===== src/rtl/prcg_pkg.sv =====
/*
  Constants, types and helpers for the peripheral reset and clock gating bank.
  Assumes a single system clock and a word-aligned register port with byte lanes.
*/
// How it works
// bits 31 and 30 of the reset register hold the two audio extensions in reset.
// bits 18 to 16 of the reset register hold general timers in reset.
// bits 1 and 0 of the reset register hold the advanced timers in reset.
// bits 13,12 reset serial units; bits 5,4 reset the transceivers.
// bit 8 resets the converter interface, 14 sysconfig, 29 calibrator.
// reserved bits read as zero; software writes them as zero.
// every clock enable bit gates its clock, zero is off, resets to zero.
// in reduced mode, receive or transmit enable also turns on the reference clock.
// bits 7 to 0 of the first high-speed enable gate ports H to A.
// enable registers answer without wait states, by word, half-word or byte.
// bit 11 of the first-bus enable gates the window watchdog clock.
// bit 28 gates power control, bits 27 to 25 the three CAN clocks.
// a reset bit stays set until software clears it.
// clocks are gated glitch-free, no shortened pulses.
package prcg_pkg;

  localparam int ADDR_W = 8;
  localparam int LANES  = 4;

  typedef logic [31:0]       prcg_word_type;
  typedef logic [ADDR_W-1:0] prcg_addr_type;
  typedef logic [LANES-1:0]  prcg_lane_type;

  localparam prcg_addr_type OFF_BUS2_RST = 8'h00;
  localparam prcg_addr_type OFF_HS1_EN   = 8'h04;
  localparam prcg_addr_type OFF_HS2_EN   = 8'h08;
  localparam prcg_addr_type OFF_HS3_EN   = 8'h0c;
  localparam prcg_addr_type OFF_BUS1_EN  = 8'h10;

  localparam prcg_word_type MASK_BUS2_RST = 32'he017_7133;
  localparam prcg_word_type MASK_HS1_EN   = 32'h1f40_10ff;
  localparam prcg_word_type MASK_HS2_EN   = 32'h0000_80d0;
  localparam prcg_word_type MASK_HS3_EN   = 32'h0000_0003;
  localparam prcg_word_type MASK_BUS1_EN  = 32'hfefe_c900;
  localparam prcg_word_type RESET_VALUE   = 32'h0000_0000;

  localparam int LANE0 = 0;
  localparam int LANE1 = 1;
  localparam int LANE2 = 2;
  localparam int LANE3 = 3;

  localparam int BIT_AUDIO_B    = 31;
  localparam int BIT_AUDIO_A    = 30;
  localparam int BIT_CALIB      = 29;
  localparam int BIT_FDX_AUDIO  = 20;
  localparam int BIT_GTIM_C     = 18;
  localparam int BIT_GTIM_B     = 17;
  localparam int BIT_GTIM_A     = 16;
  localparam int BIT_SYSCFG     = 14;
  localparam int BIT_SPI_D      = 13;
  localparam int BIT_SPI_A      = 12;
  localparam int BIT_CONV       = 8;
  localparam int BIT_XCVR_F     = 5;
  localparam int BIT_XCVR_A     = 4;
  localparam int BIT_ATIM_B     = 1;
  localparam int BIT_ATIM_A     = 0;
  localparam int BIT_ETH_RX     = 27;
  localparam int BIT_ETH_TX     = 26;
  localparam int BIT_PORT_H     = 7;
  localparam int BIT_PORT_A     = 0;
  localparam int BIT_WWDG       = 11;
  localparam int BIT_PWR        = 28;
  localparam int BIT_CAN_C      = 27;
  localparam int BIT_CAN_A      = 25;

  // word match; the two low address bits are ignored, the byte enables select lanes
  function automatic logic prcg_hit(input prcg_addr_type addr, input prcg_addr_type off);
    return addr[ADDR_W-1:2] == off[ADDR_W-1:2];
  endfunction : prcg_hit

  function automatic prcg_word_type prcg_merge(input prcg_word_type old_v, input prcg_word_type wd,
                                               input prcg_lane_type be, input prcg_word_type mask);
    prcg_word_type res;
    res = old_v;
    for (int i = 0; i < LANES; i++) begin
      if (be[i]) begin
        res[i*8 +: 8] = wd[i*8 +: 8];
      end
    end
    return res & mask;
  endfunction : prcg_merge

endpackage : prcg_pkg


===== src/rtl/prcg_wr_if.sv =====
/*
  Write request carrier from the register port to the register slices.
  Assumes all signals are on sys_clk.
*/
`timescale 1ns/1ps
interface prcg_wr_if;
  import prcg_pkg::*;
  logic          wr;
  prcg_addr_type addr;
  prcg_word_type wdata;
  prcg_lane_type be;
  modport bus_side (output wr, output addr, output wdata, output be);
  modport reg_side (input wr, input addr, input wdata, input be);
endinterface : prcg_wr_if


===== src/rtl/prcg_reg_slice.sv =====
/*
  One masked 32-bit register with byte-lane writes.
  Assumes writes arrive on sys_clk through the carrier.
*/
`timescale 1ns/1ps
module prcg_reg_slice #(
  parameter prcg_pkg::prcg_addr_type OFFSET = prcg_pkg::OFF_BUS2_RST,
  parameter prcg_pkg::prcg_word_type MASK   = prcg_pkg::MASK_BUS2_RST
) (
  input  wire logic              sys_clk,
  input  wire logic              rst_n,
  prcg_wr_if.reg_side            wr_bus,
  output prcg_pkg::prcg_word_type value
);
  import prcg_pkg::*;

  wire logic          hit;
  wire prcg_word_type next_value;

  assign hit        = wr_bus.wr && prcg_hit(wr_bus.addr, OFFSET);
  assign next_value = prcg_merge(value, wr_bus.wdata, wr_bus.be, MASK);

  // bits only change on a write; nothing self-clears
  always_ff @(posedge sys_clk or negedge rst_n) begin
    if (!rst_n) begin
      value <= RESET_VALUE;
    end else if (hit) begin
      value <= next_value;
    end
  end
endmodule : prcg_reg_slice


===== src/rtl/prcg_clk_gate.sv =====
/*
  Vector of glitch-free clock gates.
  Assumes enables change only just after the rising edge of sys_clk.
*/
`timescale 1ns/1ps
module prcg_clk_gate #(
  parameter int WIDTH = 32
) (
  input  wire logic             sys_clk,
  input  wire logic             rst_n,
  input  wire logic [WIDTH-1:0] enable,
  output logic      [WIDTH-1:0] held,
  output logic      [WIDTH-1:0] gated_clk
);
  // enable is retimed in the low phase, so the and gate never cuts a high pulse
  always_ff @(negedge sys_clk or negedge rst_n) begin
    if (!rst_n) begin
      held <= '0;
    end else begin
      held <= enable;
    end
  end

  assign gated_clk = {WIDTH{sys_clk}} & held;
endmodule : prcg_clk_gate


===== src/rtl/prcg_top.sv =====
/*
  Peripheral reset and clock gating bank: five registers, reset lines and gated clocks.
  Assumes a master on sys_clk that never strobes read and write together.
*/
// The strobed register port and the address map were decided locally.
`timescale 1ns/1ps
module prcg_top (
  input  wire logic                   sys_clk,
  input  wire logic                   rst_n,
  input  wire prcg_pkg::prcg_addr_type reg_addr,
  input  wire prcg_pkg::prcg_word_type reg_wdata,
  input  wire prcg_pkg::prcg_lane_type reg_byte_en,
  input  wire logic                   reg_wr,
  input  wire logic                   reg_rd,
  output prcg_pkg::prcg_word_type     reg_rdata,
  input  wire logic                   rmii_mode,
  output logic                        audio_ext_b_reset,
  output logic                        audio_ext_a_reset,
  output logic                        clock_calibrator_reset,
  output logic                        fullduplex_audio_reset,
  output logic                        general_timer_c_reset,
  output logic                        general_timer_b_reset,
  output logic                        general_timer_a_reset,
  output logic                        sysconfig_unit_reset,
  output logic                        serial_periph_d_reset,
  output logic                        serial_periph_a_reset,
  output logic                        converter_interface_reset,
  output logic                        transceiver_f_reset,
  output logic                        transceiver_a_reset,
  output logic                        advanced_timer_b_reset,
  output logic                        advanced_timer_a_reset,
  output prcg_pkg::prcg_word_type     hs1_clk,
  output prcg_pkg::prcg_word_type     hs2_clk,
  output prcg_pkg::prcg_word_type     hs3_clk,
  output prcg_pkg::prcg_word_type     bus1_clk,
  output logic                        rmii_ref_clk
);
  import prcg_pkg::*;

  prcg_word_type bus2_rst;
  prcg_word_type hs1_en;
  prcg_word_type hs2_en;
  prcg_word_type hs3_en;
  prcg_word_type bus1_en;
  prcg_word_type hs1_held;
  prcg_word_type hs2_held;
  prcg_word_type hs3_held;
  prcg_word_type bus1_held;
  logic          rmii_ref_on;
  logic          rmii_ref_held;
  wire logic     next_rmii_ref_on;
  wire logic     rd_bus2_rst;
  wire logic     rd_hs1_en;
  wire logic     rd_hs2_en;
  wire logic     rd_hs3_en;
  wire logic     rd_bus1_en;
  wire prcg_word_type next_rdata;
  wire prcg_word_type rd_mask;

  prcg_wr_if wr_bus ();

  assign wr_bus.wr    = reg_wr;
  assign wr_bus.addr  = reg_addr;
  assign wr_bus.wdata = reg_wdata;
  assign wr_bus.be    = reg_byte_en;

  // reserved bits are masked inside each slice and read back zero
  prcg_reg_slice #(.OFFSET(OFF_BUS2_RST), .MASK(MASK_BUS2_RST)) u_bus2_rst (
    .sys_clk (sys_clk),
    .rst_n   (rst_n),
    .wr_bus  (wr_bus),
    .value   (bus2_rst)
  );

  prcg_reg_slice #(.OFFSET(OFF_HS1_EN), .MASK(MASK_HS1_EN)) u_hs1_en (
    .sys_clk (sys_clk),
    .rst_n   (rst_n),
    .wr_bus  (wr_bus),
    .value   (hs1_en)
  );

  prcg_reg_slice #(.OFFSET(OFF_HS2_EN), .MASK(MASK_HS2_EN)) u_hs2_en (
    .sys_clk (sys_clk),
    .rst_n   (rst_n),
    .wr_bus  (wr_bus),
    .value   (hs2_en)
  );

  prcg_reg_slice #(.OFFSET(OFF_HS3_EN), .MASK(MASK_HS3_EN)) u_hs3_en (
    .sys_clk (sys_clk),
    .rst_n   (rst_n),
    .wr_bus  (wr_bus),
    .value   (hs3_en)
  );

  prcg_reg_slice #(.OFFSET(OFF_BUS1_EN), .MASK(MASK_BUS1_EN)) u_bus1_en (
    .sys_clk (sys_clk),
    .rst_n   (rst_n),
    .wr_bus  (wr_bus),
    .value   (bus1_en)
  );

  // reset lines are the register bits themselves, held until cleared
  assign audio_ext_b_reset         = bus2_rst[BIT_AUDIO_B];
  assign audio_ext_a_reset         = bus2_rst[BIT_AUDIO_A];
  assign clock_calibrator_reset    = bus2_rst[BIT_CALIB];
  assign fullduplex_audio_reset    = bus2_rst[BIT_FDX_AUDIO];
  assign general_timer_c_reset     = bus2_rst[BIT_GTIM_C];
  assign general_timer_b_reset     = bus2_rst[BIT_GTIM_B];
  assign general_timer_a_reset     = bus2_rst[BIT_GTIM_A];
  assign sysconfig_unit_reset      = bus2_rst[BIT_SYSCFG];
  assign serial_periph_d_reset     = bus2_rst[BIT_SPI_D];
  assign serial_periph_a_reset     = bus2_rst[BIT_SPI_A];
  assign converter_interface_reset = bus2_rst[BIT_CONV];
  assign transceiver_f_reset       = bus2_rst[BIT_XCVR_F];
  assign transceiver_a_reset       = bus2_rst[BIT_XCVR_A];
  assign advanced_timer_b_reset    = bus2_rst[BIT_ATIM_B];
  assign advanced_timer_a_reset    = bus2_rst[BIT_ATIM_A];

  // clock gates; each bit of each enable register drives one gate
  prcg_clk_gate #(.WIDTH(32)) u_gate_hs1 (
    .sys_clk   (sys_clk),
    .rst_n     (rst_n),
    .enable    (hs1_en),
    .held      (hs1_held),
    .gated_clk (hs1_clk)
  );

  prcg_clk_gate #(.WIDTH(32)) u_gate_hs2 (
    .sys_clk   (sys_clk),
    .rst_n     (rst_n),
    .enable    (hs2_en),
    .held      (hs2_held),
    .gated_clk (hs2_clk)
  );

  prcg_clk_gate #(.WIDTH(32)) u_gate_hs3 (
    .sys_clk   (sys_clk),
    .rst_n     (rst_n),
    .enable    (hs3_en),
    .held      (hs3_held),
    .gated_clk (hs3_clk)
  );

  prcg_clk_gate #(.WIDTH(32)) u_gate_bus1 (
    .sys_clk   (sys_clk),
    .rst_n     (rst_n),
    .enable    (bus1_en),
    .held      (bus1_held),
    .gated_clk (bus1_clk)
  );

  // rmii_mode comes from sys_clk logic, so it is used without a synchroniser
  assign next_rmii_ref_on = rmii_mode && (hs1_en[BIT_ETH_RX] || hs1_en[BIT_ETH_TX]);

  always_ff @(posedge sys_clk or negedge rst_n) begin
    if (!rst_n) begin
      rmii_ref_on <= 1'b0;
    end else begin
      rmii_ref_on <= next_rmii_ref_on;
    end
  end

  prcg_clk_gate #(.WIDTH(1)) u_gate_rmii (
    .sys_clk   (sys_clk),
    .rst_n     (rst_n),
    .enable    (rmii_ref_on),
    .held      (rmii_ref_held),
    .gated_clk (rmii_ref_clk)
  );

  // read decode; an unmapped address reads zero
  assign rd_bus2_rst = prcg_hit(reg_addr, OFF_BUS2_RST);
  assign rd_hs1_en   = prcg_hit(reg_addr, OFF_HS1_EN);
  assign rd_hs2_en   = prcg_hit(reg_addr, OFF_HS2_EN);
  assign rd_hs3_en   = prcg_hit(reg_addr, OFF_HS3_EN);
  assign rd_bus1_en  = prcg_hit(reg_addr, OFF_BUS1_EN);

  assign next_rdata = rd_bus2_rst ? bus2_rst :
                      rd_hs1_en   ? hs1_en   :
                      rd_hs2_en   ? hs2_en   :
                      rd_hs3_en   ? hs3_en   :
                      rd_bus1_en  ? bus1_en  : RESET_VALUE;

  // writable bits of the addressed slot; an unmapped slot has none
  assign rd_mask    = rd_bus2_rst ? MASK_BUS2_RST :
                      rd_hs1_en   ? MASK_HS1_EN   :
                      rd_hs2_en   ? MASK_HS2_EN   :
                      rd_hs3_en   ? MASK_HS3_EN   :
                      rd_bus1_en  ? MASK_BUS1_EN  : RESET_VALUE;

  // whole word returned; the master picks its lanes, so narrow reads need no wait
  always_ff @(posedge sys_clk or negedge rst_n) begin
    if (!rst_n) begin
      reg_rdata <= RESET_VALUE;
    end else if (reg_rd) begin
      reg_rdata <= next_rdata;
    end else begin
      reg_rdata <= RESET_VALUE;
    end
  end

  a_audio_reset: assert property (@(posedge sys_clk) disable iff (!rst_n)
    (reg_wr && prcg_hit(reg_addr, OFF_BUS2_RST) && reg_byte_en[LANE3])
    |=> (audio_ext_b_reset == $past(reg_wdata[BIT_AUDIO_B]))
        && (audio_ext_a_reset == $past(reg_wdata[BIT_AUDIO_A])))
    else $error("audio extension reset did not follow write");

  a_timer_reset: assert property (@(posedge sys_clk) disable iff (!rst_n)
    (reg_wr && prcg_hit(reg_addr, OFF_BUS2_RST) && reg_byte_en[LANE2])
    |=> ({general_timer_c_reset, general_timer_b_reset, general_timer_a_reset}
         == $past(reg_wdata[BIT_GTIM_C:BIT_GTIM_A])))
    else $error("general timer reset did not follow write");

  a_adv_timer: assert property (@(posedge sys_clk) disable iff (!rst_n)
    (reg_wr && prcg_hit(reg_addr, OFF_BUS2_RST) && reg_byte_en[LANE0])
    |=> ({advanced_timer_b_reset, advanced_timer_a_reset} == $past(reg_wdata[BIT_ATIM_B:BIT_ATIM_A])))
    else $error("advanced timer reset did not follow write");

  a_serial_reset: assert property (@(posedge sys_clk) disable iff (!rst_n)
    (reg_wr && prcg_hit(reg_addr, OFF_BUS2_RST) && reg_byte_en[LANE1] && reg_byte_en[LANE0])
    |=> ({serial_periph_d_reset, serial_periph_a_reset} == $past(reg_wdata[BIT_SPI_D:BIT_SPI_A]))
        && ({transceiver_f_reset, transceiver_a_reset} == $past(reg_wdata[BIT_XCVR_F:BIT_XCVR_A])))
    else $error("serial or transceiver reset did not follow write");

  a_misc_reset: assert property (@(posedge sys_clk) disable iff (!rst_n)
    (reg_wr && prcg_hit(reg_addr, OFF_BUS2_RST) && (reg_byte_en == 4'hf))
    |=> (converter_interface_reset == $past(reg_wdata[BIT_CONV]))
        && (sysconfig_unit_reset == $past(reg_wdata[BIT_SYSCFG]))
        && (clock_calibrator_reset == $past(reg_wdata[BIT_CALIB])))
    else $error("converter, sysconfig or calibrator reset wrong");

  a_resvd_zero: assert property (@(posedge sys_clk) disable iff (!rst_n)
    reg_rd |=> ((reg_rdata & ~$past(rd_mask)) == RESET_VALUE))
    else $error("reserved bits read nonzero");

  a_port_gate: assert property (@(posedge sys_clk) disable iff (!rst_n)
    (reg_wr && prcg_hit(reg_addr, OFF_HS1_EN) && reg_byte_en[LANE0])
    |=> (hs1_held[BIT_PORT_H:BIT_PORT_A] == $past(reg_wdata[BIT_PORT_H:BIT_PORT_A])))
    else $error("port clock gate did not follow enable write");

  a_rmii_on: assert property (@(posedge sys_clk) disable iff (!rst_n)
    (rmii_mode && (hs1_en[BIT_ETH_RX] || hs1_en[BIT_ETH_TX])) |=> rmii_ref_on && rmii_ref_held)
    else $error("reference clock not enabled in reduced mode");

  a_rmii_off: assert property (@(posedge sys_clk) disable iff (!rst_n)
    !rmii_mode |=> !rmii_ref_on)
    else $error("reference clock on outside reduced mode");

  a_read_word: assert property (@(posedge sys_clk) disable iff (!rst_n)
    (reg_rd && rd_hs2_en) |=> (reg_rdata == $past(hs2_en)) ##1 ($past(reg_rd) || (reg_rdata == RESET_VALUE)))
    else $error("read data wrong or not one cycle");

  a_wwdg_gate: assert property (@(posedge sys_clk) disable iff (!rst_n)
    (reg_wr && prcg_hit(reg_addr, OFF_BUS1_EN) && reg_byte_en[LANE1])
    |=> (bus1_held[BIT_WWDG] == $past(reg_wdata[BIT_WWDG])))
    else $error("watchdog clock gate wrong");

  a_can_pwr: assert property (@(posedge sys_clk) disable iff (!rst_n)
    (reg_wr && prcg_hit(reg_addr, OFF_BUS1_EN) && reg_byte_en[LANE3])
    |=> (bus1_en[BIT_PWR:BIT_CAN_A] == $past(reg_wdata[BIT_PWR:BIT_CAN_A])))
    else $error("power or CAN enable wrong");

  a_reset_hold: assert property (@(posedge sys_clk) disable iff (!rst_n)
    !(reg_wr && prcg_hit(reg_addr, OFF_BUS2_RST)) |=> $stable(bus2_rst))
    else $error("reset bits changed without a write");

  a_held_phase: assert property (@(posedge sys_clk) disable iff (!rst_n)
    (hs1_held == hs1_en) && (bus1_held == bus1_en) && (hs2_held == hs2_en) && (hs3_held == hs3_en))
    else $error("gate enable moved outside the low phase");

endmodule : prcg_top


===== config.mk =====
export PLATFORM = sky130hd
export DESIGN_NAME = prcg_top
export DESIGN_NICKNAME = d
export VERILOG_FILES = /design/src/rtl/prcg_pkg.sv /design/src/rtl/prcg_wr_if.sv /design/src/rtl/prcg_reg_slice.sv /design/src/rtl/prcg_clk_gate.sv /design/src/rtl/prcg_top.sv
export SDC_FILE = /design/constraint.sdc
export NUM_CORES = 1
export LEC_CHECK = 0
export BUFFER_PORTS_ARGS = -buffer_cell sky130_fd_sc_hd__buf_4
export CAP_MARGIN = 20
export CORE_MARGIN = 2
export CORE_UTILIZATION = 50
export CTS_BUF_LIST = sky130_fd_sc_hd__clkbuf_4
export CTS_CLUSTER_DIAMETER = 50
export CTS_CLUSTER_SIZE = 40
export DETAILED_ROUTE_END_ITERATION = 16
export GPL_TIMING_DRIVEN = 0
export PLACE_DENSITY_LB_ADDON = 0.1
export SLEW_MARGIN = 20
export SYNTH_ARGS = -nofsm -noshare
export SYNTH_HDL_FRONTEND = slang
export SYNTH_SLANG_ARGS = --single-unit

===== constraint.sdc =====
create_clock -name sys_clk -period 3.4 [get_ports sys_clk]
set_clock_uncertainty 0.2 [all_clocks]
set_input_delay 0.68 -clock sys_clk [delete_from_list [all_inputs] [get_ports sys_clk]]
set_output_delay 0.68 -clock sys_clk [all_outputs]
set_load 0.01 [all_outputs]

==> flow_summary.ini, run 1 <==
[finish]
nFillCells = 723
drive_above_1_share = 0.556
syn_to_final_growth_pct = 42.4
layout.nets = 708
fin_area_mm2 = 0.00764
antennaDiodeCount = 0

[logic_synthesis]
yosys.cell_count.top_type = buf_4
yosysTopAreaCellShare = 0.396
yosys-top-cells-count = buf_4, dfrtp_1, mux2_2
synth_area_leaders = dfrtp_1, dfrtn_1, buf_4
async_reset_ff_frac = 1.00
synth_edf_count = 0
yosys_warnings = 0
synth_seq_cells = 125
synth_ff_type = dfrtp_1
netlist_instances = 408
ys_seq_area_frac = 0.583
yosysUniqueCellTypes = 32
synth_area_per_cell_um2 = 13.2
synth_top_cell_by_area = dfrtp_1
synth_area_mm2 = 0.00537

[worst_setup_path]
cp_data_required_time_ns = 2.52
end_kind = primary output
cp_max_fo = 1
startpoint_type = register
worst-setup-path-type = register to primary output
arrival_ns = 2.92

[floorplan]
dieArea_mm2 = 0.0116
rows = 37
start_util = 0.517
die_w_um = 108
ios = 225
core-area_mm2 = 0.0104
die_h_um = 108

[hold_path]
min_path_type = primary input to register

[placed_design]
place_ws_ns = 0.217
place_congestion = 0.853
place_hpwl_um = 8600
port_buffers = 128
dpl_cell_area_mm2 = 0.00687

[timing]
slew_headroom = 0.447
hold_viol_final = 0
drv_slew = 0
rsz0062_at_grt = true
tightest_slew_ns = 0.818
setup_violations = 80
setup_ws_ns = -0.403

[grt]
grt_max_degree = 85
grt_overflow = 0
grt_pass1_wl_um = 18500
first_global_vias = 4117
track_usage = 0.222
antenna_found_initial = 0

[pwr]
p_per_area_mw_per_mm2 = 530
vdd_drop_max_mv = 0.306
p_leak_nw = 4.16

[cts]
clk_pin_slew_ns = 0.12
clkLatencyLatePin_ns = 0.61
post_cts_buffers = 0
cts_tree = done

[outcome]
violations = setup timing
status = finished, violations left

[drt]
wl_per_cell_um = 14.9
via_count = 3759
drc = 0
ant_nets = 0
drtIter0Drc = 115
wl_um = 12100
firstDrtPassIters = 4
via_per_inst = 4.64

[run]
cap_violations = 0
[registers in the layout (all words and copies together) (netlist names), 4 cells and up]
register          count
reg_rdata            30
u_bus1_en.value      18
u_bus2_rst.value     15
u_gate_bus1.held     18
u_gate_hs1.held      15
u_gate_hs2.held       4
u_hs1_en.value       15
u_hs2_en.value        4
[layer usage]
layer  track usage  wire length (um)  vias up
met5             0                 0        -
met4         0.216               606        0
met3         0.149              1600       68
met2         0.310              5930      240
met1         0.212              3980     1748
li1              -                 -     1703
[worst max-delay path, cell delays in order (launching register included)]
cell	delay, ns
dfrtn_1	0.41
and2_4	0.15
buf_6	0.10
[through the flow]
stage	std cells	TNS (ns)	utilization	total power, mW	hold WS [ns]
2_1_floorplan	498	0	-	2.02	0.184
3_3_place_gp	762	-17.64	0.659	2.22	0.280
3_5_place_dp	763	0	0.662	2.24	0.292
4_1_cts	811	-15.89	0.736	4.13	0.0257
5_1_grt	811	-17.24	0.737	4.26	0.0161
6_report	811	-14.48	0.737	4.05	0.0629
[what timing repair did]
item / in CTS / in global routing
gates cloned: 0 / 0
pin swaps: 39 / 2
endpoints found under the setup margin: 80 / 80
hold buffers: 1 / 0
endpoints found under the hold margin: 30 / 0
gates resized for setup: 100 / 3
[path summary, 6_finish.rpt]
kind,from,endpoint,slack (ns),depth (start not counted)
worst max-delay path,u_gate_hs2.held[15],hs2_clk[15],-0.40,2
min in group asynchronous,rst_n,u_bus2_rst.value[16],0.34,2
worst min-delay path,rmii_mode,rmii_ref_on,0.06,2
max in group asynchronous,rst_n,u_gate_hs1.held[7],0.25,3
worst min register to register,u_bus1_en.value[11],reg_rdata[11],0.31,1
worst max register to register,u_hs1_en.value[26],u_gate_hs1.held[26],0.86,0
[power by group]
group          switching, mW  internal [mW]  total (mW)  leakage [nW]
combinational          0.160          0.175       0.335          1.77
clock                  0.984           1.09        2.08         0.679
sequential            0.0516           1.58        1.63          1.71
[cells by family (layout without fill, tap and decap cells)]
logic type | after synthesis | in the layout | share of synthesized area
flip-flops | 125 | 125 | 0.583
buffers and inverters | 103 | 280 | 0.138
AND/OR/NAND/NOR | 100 | 100 | 0.125
multiplexers | 59 | 59 | 0.123
AO/OA/AOI/OAI | 20 | 20 | 0.0310
other | 1 | 91 | 0.000699
[cells in the final DEF (no fill, tap or decap), types with 2 or more instances in the layout]
master	instances
buf_4	178
nor4_4	2
clkinv_1	5
nand4_1	5
dfrtp_1	85
clkbuf_4	19
a32o_1	2
clkbuf_1	3
clkinv_2	2
buf_6	42
nor3_1	5
dfrtn_1	40
nand3b_1	2
clkbuf_8	11
mux2_2	56
and2_1	7
and3_1	4
clkbuf_16	3
nand2_1	5
nor2b_1	4
conb_1	91
buf_2	3
nor4b_1	2
nor2_1	10
a22o_1	8
nor3_4	4
clkinvlp_4	7
bufinv_16	2
nand2b_1	5
nor4_1	2
and2_4	40
mux2i_1	3
a22oi_1	7
[cell type report]
cell class / instances / area, um^2 / area share
Clock buffer: 69 / 764 / 0.100
Clock inverter: 18 / 159 / 0.0208
Sequential cell: 125 / 3130 / 0.409
Timing Repair Buffer: 90 / 702 / 0.0919
Buffer: 103 / 779 / 0.102
Multi-Input combinational cell: 270 / 1940 / 0.254
Tap cell: 136 / 170 / 0.0223
Note: power is estimated with default switching activity, not from simulation.
==> inputs of run 2 (changes only) <==
- CELL_PAD_IN_SITES_DETAIL_PLACEMENT: not set -> 1
- CELL_PAD_IN_SITES_GLOBAL_PLACEMENT: not set -> 1
- CORE_UTILIZATION: 50 -> 41
==> run 2 against run 1 <==
Net effect:
- the run still ends with setup timing left
- total power up 4.7%
- via count is 1.7% higher
- global-route usage shrank 1.0 points
- largest power group unchanged
- highest routed layer unchanged
==> flow_summary.ini, run 2 (synthesis results as in run 1) <==
[grt]
grt_pass1_wl_um = 21900
first_global_vias = 4426
antenna_found_initial = 0
grt_max_degree = 69
grt_overflow = 0
track_usage = 0.211

[worst_setup_path]
crit_family = flip-flops
rrSetupSlack_ns = 0.85
crit_slowest_cell = dfrtn_1
cp_max_fo = 1
worstRegToRegCells = 0
cp-startpoint = u_gate_hs2.held[4]
startpoint_type = register
path_cells = and2_4, buf_6
cp_data_required_time_ns = 2.52
r2r-end = u_gate_hs2.held[6]
worst-setup-path-type = register to primary output
arrival_ns = 2.92
cp.buffers_inverters = 1
slowest_delay_ns = 0.42
cp.depth = 2
r2r-start = u_hs2_en.value[6]
end_kind = primary output
crit_path_end = hs2_clk[4]

[cts]
post_cts_buffers = 0
clk_pin_slew_ns = 0.11
cts_tree = done
clkLatencyLatePin_ns = 0.62

[placed_design]
port_buffers = 128
dp.cells = 799
place_congestion = 0.761
dpl_cell_area_mm2 = 0.00691
place_hpwl_um = 9900

[timing]
slew_headroom = 0.473
drv_slew = 0
tightest_slew_ns = 0.780
tns_ns = -14.58
setup_violations = 80
rsz0062_at_grt = true
setup_ws_ns = -0.400
hold_viol_final = 0

[floorplan]
rows = 41
die_h_um = 118
core-area_mm2 = 0.0127
start_util = 0.422
ios = 225
die_w_um = 118
dieArea_mm2 = 0.0140

[drt]
drtIter0Drc = 102
firstDrtPassIters = 4
via_per_inst = 4.51
wl_per_cell_um = 16.3
wl_um = 13800
drc = 0
ant_nets = 0
via_count = 3823

[finish]
fin_area_mm2 = 0.00773
top_register = reg_rdata
syn_to_final_growth_pct = 44.1
largest_reg_flops = 30
mostFrequentLayoutCell = buf_4
layout.cells.non_filler = 847
layout.nets = 708
drive_above_1_share = 0.556
most-common-layout-cells = buf_4, conb_1, dfrtp_1, mux2_2, buf_6
largest_registers = reg_rdata x30, u_bus1_en.value x18, u_gate_bus1.held x18
nFillCells = 1379
antennaDiodeCount = 0

[outcome]
violations = setup timing
status = finished, violations left

[run]
cap_violations = 0

[pwr]
finalPower_mw = 4.24
p_leak_nw = 4.21
vdd_drop_max_mv = 0.250
p_per_area_mw_per_mm2 = 548

[hold_path]
min_path_type = primary input to register
-- run 2: cell count changes in the layout (fill, tap and decap cells not counted) --
cell	previous run	this run
bufinv_16	2	5
inv_6	1	0
clkinvlp_4	7	1
clkinv_2	2	5
clkbuf_16	3	2
clkbuf_4	19	20
clkbuf_8	11	12
-- run 2: per-layer routing --
metal	up-vias	GRT usage	routed length, um
met5	-	0	0
met4	0	0.204	609
met3	60	0.127	1460
met2	227	0.305	6840
met1	1831	0.206	4930
li1	1705	-	-
-- run 2: repair_timing --
action	in CTS	in global routing
hold buffers	1	0
cloned	0	0
hold endpoints to repair	39	0
pin swaps	39	0
gates resized for setup	97	2
setup endpoints to repair	80	80
-- run 2: layout make-up --
| class | instances | area (um^2) | area share |
|---|---|---|---|
| clock buffer | 71 | 774 | 0.100 |
| tap | 172 | 215 | 0.0278 |
| clock inverter | 17 | 210 | 0.0272 |
| timing repair buffer | 90 | 702 | 0.0908 |
| multi-input combinational | 270 | 1940 | 0.250 |
| buffer | 102 | 766 | 0.0990 |
| sequential | 125 | 3130 | 0.405 |
-- run 2: where the power goes --
part | switching [mW] | internal [mW] | leakage [nW] | total, mW
combinational | 0.167 | 0.175 | 1.77 | 0.342
clock | 0.966 | 1.29 | 0.727 | 2.26
sequential | 0.0539 | 1.58 | 1.71 | 1.64
total | 1.19 | 3.05 | 4.21 | 4.24
-- run 2: per-stage QoR --
| stage | util | hold WS [ns] | setup slack (ns) |
|---|---|---|---|
| global placement | 0.541 | 0.279 | -0.477 |
| CTS | 0.607 | 0.0291 | -0.443 |
| detailed placement | 0.543 | 0.294 | 0.165 |
| floorplan | - | 0.184 | 0.306 |
| finish | 0.608 | 0.0674 | -0.400 |
| global route | 0.608 | 0.0288 | -0.464 |
-- run 2: how the worst min path moves through the flow --
stage	startpoint	end	cells past startpoint
after floorplan	rst_n	reg_rdata[0]	0
after global placement	u_bus1_en.value[11]	reg_rdata[11]	1
after detailed placement	u_bus1_en.value[19]	reg_rdata[19]	1
after CTS	rmii_mode	rmii_ref_on	2
after global routing	rmii_mode	rmii_ref_on	2
final	rmii_mode	rmii_ref_on	2
==> inputs of run 3 (changes only) <==
- TNS_END_PERCENT: not set -> 20
==> run 3 against run 2 <==
Net effect:
- the flow still finishes with violations (setup timing)
- combinational power barely moved
- sequential share of layout area increased by 0.43 points
- worst hold slack better by 0.0019 ns
- core utilization fell by 0.64 points
- highest routed layer unchanged
==> flow_summary.ini, run 3 (synthesis results as in run 1) <==
[timing]
slew_headroom = 0.401
drv_slew = 0
setup_ws_ns = -0.392
rsz0062_at_grt = true
hold_viol_final = 0
tightest_slew_ns = 0.887
setup_violations = 80

[cts]
clkLatencyLatePin_ns = 0.62
clk_pin_slew_ns = 0.11
cts_tree = done
post_cts_buffers = 0

[drt]
drtIter0Drc = 84
wl_per_cell_um = 16.1
via_count = 3834
ant_nets = 0
drc = 0
wl_um = 13700
firstDrtPassIters = 5
via_per_inst = 4.51

[finish]
top_register = reg_rdata
layout.nets = 710
mostFrequentLayoutCell = buf_4
largest_reg_flops = 30
largest_registers = reg_rdata x30, u_bus1_en.value x18, u_gate_bus1.held x18
most-common-layout-cells = buf_4, conb_1, dfrtp_1, mux2_2, dfrtn_1
syn_to_final_growth_pct = 42.6
drive_above_1_share = 0.538
fin_area_mm2 = 0.00765

[worst_setup_path]
end_kind = primary output
rrSetupSlack_ns = 0.85
worstRegToRegCells = 0
cp_data_required_time_ns = 2.52
startpoint_type = register
arrival_ns = 2.91
worst-setup-path-type = register to primary output
cp-startpoint = u_gate_hs1.held[22]
r2r-end = u_gate_hs2.held[6]
cp_max_fo = 1
r2r-start = u_hs2_en.value[6]

[floorplan]
die_w_um = 118
start_util = 0.422
core-area_mm2 = 0.0127
dieArea_mm2 = 0.0140
rows = 41
die_h_um = 118
ios = 225

[placed_design]
port_buffers = 128
place_hpwl_um = 9900
place_congestion = 0.761
place_ws_ns = 0.165
dpl_cell_area_mm2 = 0.00691

[grt]
met3_usage = 0.120
top_usage_layer = met2
grt_max_degree = 69
grt_pass1_wl_um = 21800
grt_overflow = 0
grt_use_met2 = 0.307
first_global_vias = 4426
track_usage = 0.209
antenna_found_initial = 1
use_met1 = 0.206

[pwr]
internal_power_mw = 3.01
clockPowerShare = 0.527
p_leak_nw = 4.18
netSwitchingFraction = 0.279
seq_power_share = 0.392
p_switching_mw = 1.16
p_per_area_mw_per_mm2 = 546
comb_power_share = 0.082
vdd_drop_max_mv = 0.250

[hold_path]
min_path_type = primary input to register
hold_end = rmii_ref_on
holdCritStartpoint = rmii_mode
holdPathStages = 2

[outcome]
violations = setup timing
status = finished, violations left

[run]
cap_violations = 0
[run 3: changes by cell type in the layout (fill, tap and decap cells not counted)]
| cell | delta |
|---|---|
| clkbuf_4 | +2 |
| clkbuf_8 | -2 |
| and2_1 | +13 |
| buf_6 | -13 |
| and2_4 | -13 |
| clkbuf_2 | +2 |
| diode_2 | +1 |
| buf_4 | +13 |
[run 3: what timing repair did]
item	4_1_cts	5_1_grt
gates resized for setup	57	14
hold buffers	1	0
hold endpoints to repair	39	0
pin swaps	21	7
setup endpoints to repair	80	80
[run 3: worst max-delay path: stages, from the launching register on]
cell and delay [ns]:
dfrtn_1 0.42, and2_4 0.14, buf_6 0.09
[run 3: layer usage]
metal  wire length (um)  part of all wire  vias up
met2               6800              0.50      228
met1               4930              0.36     1836
met3               1420              0.10       59
li1                   -                 -     1711
met5                  0                 0        -
met4                579             0.042        0
[run 3: power groups by stage]
stage	registers, mW	clock network, mW	logic [mW]
6_report	1.64	2.20	0.342
4_1_cts	1.64	2.27	0.338
5_1_grt	1.65	2.36	0.374
2_1_floorplan	1.65	0.162	0.205
3_5_place_dp	1.66	0.247	0.335
3_3_place_gp	1.66	0.247	0.322
[run 3: cell type report]
class                   count  area, um^2
clock buffers              73         741
flip-flops and latches    125        3130
clock inverters            17         210
diodes                      1        2.50
well taps                 172         215
plain buffers             102         748
repair buffers             90         702
fillers                  1384        5070
multi-input cells         270        1900
[run 3: worst max path at each step]
stage                                     to  slack (ns)  cells after the start
after floorplan                 bus1_clk[11]        0.31                      1
after global placement    u_gate_hs1.held[3]       -0.48                      1
after detailed placement  u_gate_hs2.held[6]        0.17                      2
after CTS                         hs2_clk[4]       -0.44                      2
after global routing             hs1_clk[22]       -0.46                      2
final                            hs1_clk[22]       -0.39                      2
[run 3: through the flow]
stage	setup TNS (ns)	utilization	std cells	hold slack [ns]	total power, mW
5_1_grt	-17.11	0.601	849	0.0288	4.39
2_1_floorplan	0	-	498	0.184	2.02
3_3_place_gp	-18.82	0.541	798	0.279	2.22
3_5_place_dp	0	0.543	799	0.294	2.25
4_1_cts	-16.06	0.598	849	0.0291	4.24
6_report	-14.49	0.601	850	0.0693	4.18
